===== config.mk =====
export PLATFORM = sky130hd
export DESIGN_NAME = hbp_half_bridge
export DESIGN_NICKNAME = d
export VERILOG_FILES = /design/src/hdl/hbp_pkg.sv /design/src/hdl/hbp_half_bridge.sv
export SDC_FILE = /design/constraint.sdc
export NUM_CORES = 1
export LEC_CHECK = 0
export BUFFER_PORTS_ARGS = -buffer_cell sky130_fd_sc_hd__clkbuf_2
export CORE_ASPECT_RATIO = 1.2
export CORE_MARGIN = 5
export CORE_UTILIZATION = 52
export CTS_CLUSTER_DIAMETER = 200
export DETAILED_ROUTE_END_ITERATION = 16
export PLACE_DENSITY = 0.81
export REMOVE_ABC_BUFFERS = 1
export SLEW_MARGIN = 5
export SYNTH_ARGS = -nofsm -noshare
export SYNTH_HDL_FRONTEND = slang
export SYNTH_SLANG_ARGS = --single-unit

===== constraint.sdc =====
create_clock -name core_clk -period 2.7 [get_ports core_clk]
set_input_delay 0.135 -clock core_clk [delete_from_list [all_inputs] [get_ports core_clk]]
set_output_delay 0.135 -clock core_clk [all_outputs]
set_load 0.01 [all_outputs]

===== src/hdl/hbp_pkg.sv =====
package hbp_pkg;

    // ****************************************
    // Dead-band field and timing
    // ****************************************
    // Width of the dead-band count field
    localparam int unsigned HBP_DB_W = 7;
    // Oscillator periods in one instruction cycle
    localparam int unsigned HBP_OSC_PER_ICYC = 4;

    // ****************************************
    // Register byte offsets
    // ****************************************
    localparam int unsigned HBP_ADDR_W = 4;
    localparam logic [3:0] HBP_OFS_PWM_CTL = 4'h0;
    localparam logic [3:0] HBP_OFS_CFG = 4'h4;
    localparam logic [3:0] HBP_OFS_STATUS = 4'h8;

    // ****************************************
    // Configuration register fields
    // ****************************************
    localparam int unsigned HBP_CFG_W = 4;
    localparam int unsigned HBP_CFG_HB_EN = 0;
    localparam int unsigned HBP_CFG_DIR_PRI = 1;
    localparam int unsigned HBP_CFG_DIR_CMP = 2;
    localparam int unsigned HBP_CFG_C2_EN = 3;

    // ****************************************
    // Status register fields
    // ****************************************
    localparam int unsigned HBP_STS_PRI = 0;
    localparam int unsigned HBP_STS_CMP = 1;
    localparam int unsigned HBP_STS_CONFLICT = 2;
    localparam int unsigned HBP_STS_PEND_PRI = 3;
    localparam int unsigned HBP_STS_PEND_CMP = 4;

    // ****************************************
    // Values after reset
    // ****************************************
    localparam logic [6:0] HBP_PWM_CTL_RST = 7'h00;
    localparam logic [3:0] HBP_CFG_RST = 4'h6;
    localparam logic [31:0] HBP_RDATA_RST = 32'h0000_0000;

endpackage : hbp_pkg


===== src/hdl/hbp_half_bridge.sv =====
`timescale 1ns/1ns
// Summary of operation
// Half-bridge drives PWM on primary pin, its complement on secondary pin
// Dead-band delay comes from seven-bit field in low control bits
// Dead-band longer than active time keeps that output inactive all period
// Only inactive-to-active edges are delayed; falling edges pass at once
// Dead-band counts instruction cycles of four oscillator periods each
// Software clears both direction bits so pins act as outputs
// Software never enables comparator two pin with secondary PWM output
// Zero dead-band lets both outputs switch in the same cycle
module hbp_half_bridge
#(
    parameter int unsigned DB_W = hbp_pkg::HBP_DB_W
) (
    input wire logic core_clk, // Oscillator clock
    input wire logic rst, // Asynchronous reset
    input wire logic pwm_in, // Waveform from the PWM core
    input wire logic [hbp_pkg::HBP_ADDR_W-1:0] avs_address, // Byte address
    input wire logic avs_read, // Read request
    input wire logic avs_write, // Write request
    input wire logic [3:0] avs_byteenable, // Byte lanes
    input wire logic [31:0] avs_writedata, // Write data
    output logic [31:0] avs_readdata, // Read data
    output logic avs_waitrequest, // Stall
    output logic primary_pwm_out, // Primary pin level
    output logic primary_pwm_oe, // Primary pin drive enable
    output logic complement_pwm_out, // Secondary pin level
    output logic complement_pwm_oe // Secondary pin drive enable
);
    import hbp_pkg::*;

    // ****************************************
    // Derived widths
    // ****************************************
    localparam int unsigned CNT_W = DB_W + 2;
    localparam int unsigned RUN_W = CNT_W + 1;

    // Refuse field widths beyond the control register
    if (DB_W < 1 || DB_W > 7) begin : g_db_w_check
        $error("DB_W must lie between 1 and 7");
    end

    // ****************************************
    // Register bus state
    // ****************************************
    logic [6:0] pwm_control_register;
    logic [6:0] next_pwm_control_register;
    logic [HBP_CFG_W-1:0] cfg;
    logic [HBP_CFG_W-1:0] next_cfg;
    logic waitreq;
    logic next_waitreq;
    logic [31:0] rdata;
    logic [31:0] next_rdata;
    logic req;
    logic take;

    // ****************************************
    // Channel state, index 0 primary, 1 secondary
    // ****************************************
    logic [1:0] out;
    logic [1:0] next_out;
    logic [1:0] pend;
    logic [1:0] next_pend;
    logic [CNT_W-1:0] cnt [2];
    logic [CNT_W-1:0] next_cnt [2];
    logic [1:0] oe;
    logic [1:0] next_oe;
    logic [1:0] tgt;
    logic hb_en;
    logic [DB_W-1:0] deadband_count_field;
    logic [CNT_W-1:0] db_osc;

    // ****************************************
    // Functions
    // ****************************************
    // Read data for one register offset, zero when unmapped
    function automatic logic [31:0] rd_word(input logic [3:0] a);
        logic [31:0] w;
        w = 32'h0000_0000;
        unique case (a)
            HBP_OFS_PWM_CTL: w[6:0] = pwm_control_register;
            HBP_OFS_CFG: w[HBP_CFG_W-1:0] = cfg;
            HBP_OFS_STATUS: begin
                w[HBP_STS_PRI] = out[0];
                w[HBP_STS_CMP] = out[1];
                w[HBP_STS_CONFLICT] = cfg[HBP_CFG_C2_EN] & cfg[HBP_CFG_HB_EN];
                w[HBP_STS_PEND_PRI] = pend[0];
                w[HBP_STS_PEND_CMP] = pend[1];
            end
            default: w = 32'h0000_0000;
        endcase
        return w;
    endfunction : rd_word

    // ****************************************
    // Avalon-MM slave, one wait state per access
    // ****************************************
    assign req = avs_read | avs_write;
    assign take = req & ~waitreq;

    // Next bus state and register writes
    always_comb begin
        next_pwm_control_register = pwm_control_register;
        next_cfg = cfg;
        next_waitreq = ~(req & waitreq);
        next_rdata = rdata;
        if (avs_read && waitreq) begin
            next_rdata = rd_word(avs_address);
        end
        if (avs_write && take && avs_byteenable[0]) begin
            unique case (avs_address)
                HBP_OFS_PWM_CTL: next_pwm_control_register = avs_writedata[6:0];
                HBP_OFS_CFG: next_cfg = avs_writedata[HBP_CFG_W-1:0];
                default: next_cfg = cfg;
            endcase
        end
    end

    // Bus registers
    always_ff @(posedge core_clk or posedge rst) begin
        if (rst) begin
            pwm_control_register <= HBP_PWM_CTL_RST;
            cfg <= HBP_CFG_RST;
            waitreq <= 1'b1;
            rdata <= HBP_RDATA_RST;
        end else begin
            pwm_control_register <= next_pwm_control_register;
            cfg <= next_cfg;
            waitreq <= next_waitreq;
            rdata <= next_rdata;
        end
    end

    // ****************************************
    // Dead-band generator
    // ****************************************
    // Delay field in low bits, scaled to oscillator periods
    assign deadband_count_field = pwm_control_register[DB_W-1:0];
    assign db_osc = {deadband_count_field, 2'b00};
    assign hb_en = cfg[HBP_CFG_HB_EN];
    // Wanted levels: waveform and its complement in half-bridge
    assign tgt[0] = pwm_in;
    assign tgt[1] = hb_en & ~pwm_in;

    // Per-channel edge delay
    always_comb begin
        for (int i = 0; i < 2; i++) begin
            next_out[i] = out[i];
            next_pend[i] = pend[i];
            next_cnt[i] = cnt[i];
            if (!tgt[i]) begin
                // Falling edge passes at once
                next_out[i] = 1'b0;
                next_pend[i] = 1'b0;
                next_cnt[i] = '0;
            end else if (!out[i] && !pend[i]) begin
                if (db_osc == '0) begin
                    next_out[i] = 1'b1;
                end else begin
                    next_pend[i] = 1'b1;
                    next_cnt[i] = db_osc - CNT_W'(1);
                end
            end else if (pend[i]) begin
                if (cnt[i] == '0) begin
                    next_out[i] = 1'b1;
                    next_pend[i] = 1'b0;
                end else begin
                    next_cnt[i] = cnt[i] - CNT_W'(1);
                end
            end
        end
        // Drive enables follow cleared direction bits, secondary only in half-bridge
        next_oe[0] = ~cfg[HBP_CFG_DIR_PRI];
        next_oe[1] = ~cfg[HBP_CFG_DIR_CMP] & hb_en;
    end

    // Channel registers
    always_ff @(posedge core_clk or posedge rst) begin
        if (rst) begin
            out <= 2'h0;
            pend <= 2'h0;
            oe <= 2'h0;
            cnt[0] <= '0;
            cnt[1] <= '0;
        end else begin
            out <= next_out;
            pend <= next_pend;
            oe <= next_oe;
            cnt[0] <= next_cnt[0];
            cnt[1] <= next_cnt[1];
        end
    end

    // ****************************************
    // Outputs
    // ****************************************
    assign avs_readdata = rdata;
    assign avs_waitrequest = waitreq;
    assign primary_pwm_out = out[0];
    assign complement_pwm_out = out[1];
    assign primary_pwm_oe = oe[0];
    assign complement_pwm_oe = oe[1];

    // ****************************************
    // Checking helpers
    // ****************************************
    // Cycles each wanted level has been active, saturating
    logic [RUN_W-1:0] run [2];
    logic [RUN_W-1:0] next_run [2];
    logic [RUN_W-1:0] db_run;

    assign db_run = RUN_W'(db_osc);

    // Run length counters
    always_comb begin
        for (int i = 0; i < 2; i++) begin
            next_run[i] = '0;
            if (tgt[i]) begin
                next_run[i] = (&run[i]) ? run[i] : run[i] + RUN_W'(1);
            end
        end
    end

    // Run length registers
    always_ff @(posedge core_clk or posedge rst) begin
        if (rst) begin
            run[0] <= '0;
            run[1] <= '0;
        end else begin
            run[0] <= next_run[0];
            run[1] <= next_run[1];
        end
    end

    // ****************************************
    // Assertions
    // ****************************************
    // Outputs never both active in half-bridge
    a_no_overlap: assert property (
        @(posedge core_clk) disable iff (rst)
        !(out[0] && out[1]))
        else $error("both half-bridge outputs active");

    // Primary rises exactly the dead-band plus one cycle after the waveform
    a_pri_delay: assert property (
        @(posedge core_clk) disable iff (rst)
        $rose(out[0]) |-> run[0] == db_run + RUN_W'(1))
        else $error("primary rise not at dead-band");

    // Secondary rises exactly the dead-band plus one cycle after its level
    a_cmp_delay: assert property (
        @(posedge core_clk) disable iff (rst)
        $rose(out[1]) |-> run[1] == db_run + RUN_W'(1))
        else $error("secondary rise not at dead-band");

    // Primary stays inactive until its wanted level outlasts the dead band
    // Watched only while inactive, so a new delay under a standing output is legal
    a_short_duty: assert property (
        @(posedge core_clk) disable iff (rst)
        (!out[0] && run[0] < db_run) |=> !out[0])
        else $error("primary active within short duty");

    // Secondary stays inactive until its wanted level outlasts the dead band
    a_cmp_short: assert property (
        @(posedge core_clk) disable iff (rst)
        (!out[1] && run[1] < db_run) |=> !out[1])
        else $error("secondary active within short duty");

    // Primary falling edges pass in one cycle
    a_fall_fast: assert property (
        @(posedge core_clk) disable iff (rst)
        (out[0] && !tgt[0]) |=> !out[0] ##0 !pend[0])
        else $error("primary fall delayed");

    // Secondary rising edges with dead-band stay held back for four cycles
    a_rise_held: assert property (
        @(posedge core_clk) disable iff (rst)
        (!out[1] && !pend[1] && tgt[1] && db_osc != '0) |=> !out[1] [*4])
        else $error("secondary rise not delayed");

    // Zero dead-band follows the waveform with one cycle latency
    a_zero_follow: assert property (
        @(posedge core_clk) disable iff (rst)
        (db_osc == '0 && hb_en) |=> out == $past(tgt))
        else $error("zero dead-band outputs lag");

    // Zero dead-band switches both outputs together
    a_zero_both: assert property (
        @(posedge core_clk) disable iff (rst)
        (db_osc == '0 && hb_en && $past(hb_en) && $changed(out[0]))
        |-> $changed(out[1]))
        else $error("outputs switched apart");

    // Each access answered after exactly one wait cycle
    a_bus_answer: assert property (
        @(posedge core_clk) disable iff (rst)
        (req && waitreq) |=> !waitreq ##1 waitreq)
        else $error("bus answer timing wrong");

    // Primary drive enable drops the cycle after its direction bit is set
    a_dir_oe: assert property (
        @(posedge core_clk) disable iff (rst)
        cfg[HBP_CFG_DIR_PRI] |=> !primary_pwm_oe)
        else $error("primary driven while input");

endmodule : hbp_half_bridge


Word level (Yosys, flattened, before mapping)
Cells that the tools add are included.
{"block": "classes", "reduce_logical": 19, "muxes": 30, "eq_ne": 12, "add_sub_neg": 3, "n_bitwise": 11}
{"op": "$mux W9", "n": 9}
{"op": "$logic_not A9 Y1", "n": 3}
{"op": "$sub A9 B1 Y9 const B", "n": 3}
{"op": "$mux W1", "n": 18}
{"op": "$ne A3 B3 Y1 const B", "n": 5}
{"op": "$pmux W4 S3", "n": 1}
{"op": "$reduce_and A3 Y1", "n": 4}
{"op": "$ne A3 B1 Y1 const B", "n": 3}
{"op": "$ne A3 B2 Y1 const B", "n": 2}
{"op": "$and A1 B1 Y1", "n": 5}
{"op": "$logic_and A1 B1 Y1", "n": 5}
{"op": "$not A1 Y1", "n": 5}
{"op": "$eq A4 B3 Y1 const B", "n": 1}
{"op": "$eq A4 B4 Y1 const B", "n": 1}
{"op": "$logic_not A1 Y1", "n": 4}
{"op": "$logic_not A4 Y1", "n": 1}
{"op": "$reduce_and A2 Y1", "n": 2}
{"op": "$mux W2", "n": 1}
{"op": "$pmux W1 S2", "n": 1}
{"op": "$or A1 B1 Y1", "n": 1}
{"block": "totals", "output_inout_bits": 37, "ff_bits": 43, "inputBits": 45, "wordCells": 86}

Longest topological paths before layout
{"block": "logic_depth", "ltp_word": 5, "ltp_mapped": 8, "ltp_nobuf": 6}

Least setup slack after synthesis
OpenSTA, ideal clock, no wires.
{"block": "synth_timing", "kind": "reg-to-reg", "start": "register cnt[9] (netlist name)", "end": "register cnt[14] (netlist name)", "arrival_ns": 1.877, "period_less_slack_ns": 2.007, "t_required_ns": 2.569, "setup_time_ns": 0.131, "n_path_buf": 2, "stages_incl_launch_ff": 9, "slack_ns": 0.693, "path_cell_list": "dfrtp_1 > inv_1 > ha_1 > or3b_1 > buf_2 > o41ai_4 > and2_1 > buf_4 > o32ai_1"}
{"block": "synth_between", "elab_chain_cells": 5, "word_cells_on_any_way": 8, "cone_classes": "add/sub: 1; eq/ne: 1; mux: 4; reduce/logical: 2"}
{"item": "start: declaration", "line_no": "hbp_half_bridge.sv:64", "rtl": "logic [CNT_W-1:0] cnt [2];"}
{"item": "$sub A9 B1 Y9", "line_no": "hbp_half_bridge.sv:168", "rtl": "next_cnt[i] = cnt[i] - CNT_W'(1);"}
{"item": "$mux W9", "line_no": "hbp_half_bridge.sv:164", "rtl": "if (cnt[i] == '0) begin"}
{"item": "$mux W9", "line_no": "hbp_half_bridge.sv:163", "rtl": "end else if (pend[i]) begin"}
{"item": "$mux W9", "line_no": "hbp_half_bridge.sv:156", "rtl": "end else if (!out[i] && !pend[i]) begin"}
{"item": "$mux W9", "line_no": "hbp_half_bridge.sv:151", "rtl": "if (!tgt[i]) begin"}
Several ways; a longest one is shown, not always the timed one. The select of a mux whose other input is x is not followed.
A chain may end at the register's enable or synchronous reset.

Worst setup path after layout
{"block": "layout_timing", "start": "register pwm_control_register[4] (netlist: deadband_count_field[4])", "end": "register cnt[15] (netlist name)"}
{"block": "layout_between", "elab_chain_cells": 4, "word_cells_on_any_way": 7, "cone_classes": "add/sub: 1; eq/ne: 1; mux: 3; reduce/logical: 2"}
{"item": "start: declaration", "line_no": "hbp_half_bridge.sv:46", "rtl": "logic [6:0] pwm_control_register;"}
{"item": "start signal: assignment", "line_no": "hbp_half_bridge.sv:127", "rtl": "pwm_control_register <= next_pwm_control_register;"}
{"item": "$sub A9 B1 Y9", "line_no": "hbp_half_bridge.sv:161", "rtl": "next_cnt[i] = db_osc - CNT_W'(1);"}
{"item": "$mux W9", "line_no": "hbp_half_bridge.sv:157", "rtl": "if (db_osc == '0) begin"}
{"item": "$mux W9", "line_no": "hbp_half_bridge.sv:156"}
{"item": "$mux W9", "line_no": "hbp_half_bridge.sv:151"}
Several ways; a longest one is shown, not always the timed one. The select of a mux whose other input is x is not followed.

==> out/qor.yml <==
clocking:
  cts_tree: "built"
  clock_sinks: 43
  ctsResizeCount: 0
  clk_pin_slew_ns: 0.08
  postCtsSetupBuffers: 0
  cts_htree_levels: 2
  cts_root_buf: "clkbuf_8"
  clk_path_buf_depth: 2
  cts_made_buffers: 5
  cts_hold_buffers: 3
  clk_latency_ns: 0.30
synth:
  ys.flop_type: "dfrtp_1"
  synth_area_leaders: "dfrtp_1 38%, buf_4 7.3%, mux2_2 4.7%"
  netlist_area_sq_um: 2658
  synth_edf_count: 0
  netlist_instances: 292
  yosysSeqAreaShare: 0.4063
  synth_top_area_share: 0.3766
  ys_seq_elements: 43
  synth_top_area_cell: "dfrtp_1"
  async_flop_share: 1.000
  avgSynthCellArea_sq_um: 9.101
  ys_warn_count: 0
  ys_types: 56
route:
  met2_length_um: 2988
  drc_errors: 0
  wire_per_inst_um: 15.50
  wl_met1_um: 2405
  ant_nets: 0
  dr.pass1.iters: 4
  vias: 2169
  first_iter_violations: 144
  viasPerCell: 5.738
  wl_met3_um: 368
  wirelength_um: 5858
  top_layer: "met4"
critical_path:
  cp_slowest_cell: "or4_1"
  crit_path_end_kind: "register"
  start_kind: "register"
  cp.arrival_ns: 2.34
  slowest_delay_ns: 0.69
  reg2reg_to: "cnt[15]"
  r2r_slack_ns: 0.52
  reg2reg_from: "deadband_count_field[4]"
  cp_max_fo: 10
  r2r_cells: 4
  path_cells: "or4_1 > o21ai_4 > and2_1 > o32ai_1"
  cp.required_ns: 2.86
  worstSetupPathType: "reg -> reg"
global_routing:
  grt-ovfl-total: 0
  grt_pass1_wl_um: 10250
  grt_usage: 0.1976
  grt_start_max_net_pins: 44
  grt_pass1_vias: 2171
  antenna_found_initial: 0
job:
  max_cap_violations: 0
layout:
  fin_nets: 366
  drive_above_1_share: 0.1950
  antenna_cells: 0
  postLayoutCoreUtil: 0.5805
  fin_cells: 378
  syn2layout_area_growth_pct: 7.910
min_path:
  hold_end: "deadband_count_field[0]"
  min_path_type: "in -> reg"
  min_path_cells: 3
  hold_path_startpoint: "avs_writedata[0]"
power:
  cellLeakagePower_uw: 0.001318
  peakVddDrop_mv: 0.4234
  power.density_cell_area_nw_per_um2: 761.8
  total_power_uw: 2185
timing:
  tns_ns: 0
  slew_headroom: 0.5633
  grt_setup_unrepaired: "false"
  slew_violations: 0
  max_freq_ghz: 0.4589
  finClkSkew_ns: 0.01194
  worstMarginPinSlew_ns: 0.6491
  fin_hold_ws_ns: 0.05715
  hold_viol: 0
  finalCritPeriodShare: 0.8071
  period_needed_ns: 2.179
  finalSetupViolCount: 0
place:
  portBuffers: 28
  dp_cells: 367
  hpwlAfterDp_um: 4364
  gp_congestion: 0.8759
floorplan:
  die_w_um: 75.26
  dieArea_sq_um: 6646
  placementRows: 28
  die_y_um: 88.31
  start_util: 0.5380
  pin_count: 82
  core_area_sq_um: 4940
status:
  status: "finished clean"
-- sequential cells by signal, indices dropped and copies added, names as in the netlist --
signal,cells
cfg,4
oe,2
cnt,18
out,2
avs_readdata,7
deadband_count_field,7
avs_waitrequest,1
pend,2
-- worst max path at each step --
stage                                  from      end  slack, ns  cells after the start
finish              deadband_count_field[4]  cnt[15]       0.52                      4
global route        deadband_count_field[4]  cnt[15]       0.46                      4
CTS                 deadband_count_field[4]  cnt[15]       0.56                      4
detailed placement  deadband_count_field[4]  cnt[15]       0.58                      4
global placement    deadband_count_field[4]  cnt[15]       0.64                      4
floorplan                            cnt[9]  cnt[15]       0.69                      6
-- worst max-delay path: cells and delay by family, from the launching register on --
kind	cells	cell delay, ns
flip-flops	1	0.49
AND/OR/NAND/NOR	2	1.06
AO/OA/AOI/OAI	2	0.49
-- routing by layer --
layer	vias up	global-route usage
met4	0	0.06200
met2	73	0.3376
li1	1045	-
met3	8	0.04886
met1	1043	0.2442
met5	-	0
-- where the power goes --
group	internal, uW	switching [uW]
Sequential	751	135
Clock	277	211
Combinational	332	480
Total	1360	825
-- final cells by class --
class | count | area (sq um)
timing repair buffer | 35 | 200.2
clock inverter | 1 | 30.03
fill | 442 | 2072
multi-input combinational | 218 | 1354
sequential | 43 | 1080
inverter | 14 | 52.55
tap | 60 | 75.07
clock buffer | 7 | 76.32
-- metrics by stage --
step | setup slack, ns | area, sq um
2_1_floorplan | 0.6922 | 2486
3_3_place_gp | 0.6406 | 2731
3_5_place_dp | 0.5766 | 2731
4_1_cts | 0.5558 | 2868
5_1_grt | 0.4592 | 2868
6_report | 0.5207 | 2868
-- cells in the final DEF, fill, tap and decap left out, types with 4 or more instances in the layout --
cell      netlist  layout
or4_1           4       4
nor3_1         14      14
a22oi_1         5       5
nand2_1        27      27
ha_1            4       4
nor3b_1         6       6
o21a_1          4       4
o32ai_1         5       5
conb_1          1      25
inv_1          14      14
o21ai_0        22      22
clkbuf_8        0       5
buf_4          26       4
clkbuf_2        0      28
a21oi_1        18      18
nor2_1         15      15
mux2_2         11      11
o22ai_1         5       5
dfrtp_1        40      40
-- cell usage after synthesis, types with 4 or more instances --
| master | instances |
|---|---|
| a22oi_1 | 5 |
| mux2_2 | 11 |
| nand2_1 | 27 |
| nor3b_1 | 6 |
| dfrtp_1 | 40 |
| a21oi_1 | 18 |
| or4_1 | 4 |
| nor3_1 | 14 |
| inv_1 | 14 |
| buf_4 | 26 |
| nor2_1 | 15 |
| o32ai_1 | 5 |
| o21ai_0 | 22 |
| clkbuf_1 | 12 |
| o21a_1 | 4 |
| o22ai_1 | 5 |
| ha_1 | 4 |
-- cells by family after synthesis --
family                     count (synthesis)  synth area share
other                                      1          0.001411
and+or+nand+nor                           94            0.1874
adders and majority gates                  4           0.01883
DFF                                       43            0.4063
muxes                                     11           0.04661
xor gates and xnor gates                   2          0.006593
buffers and inverters                     55            0.1182
AOI/OAI and AO/OA                         82            0.2147
Note: power is estimated with default switching activity, not from simulation.
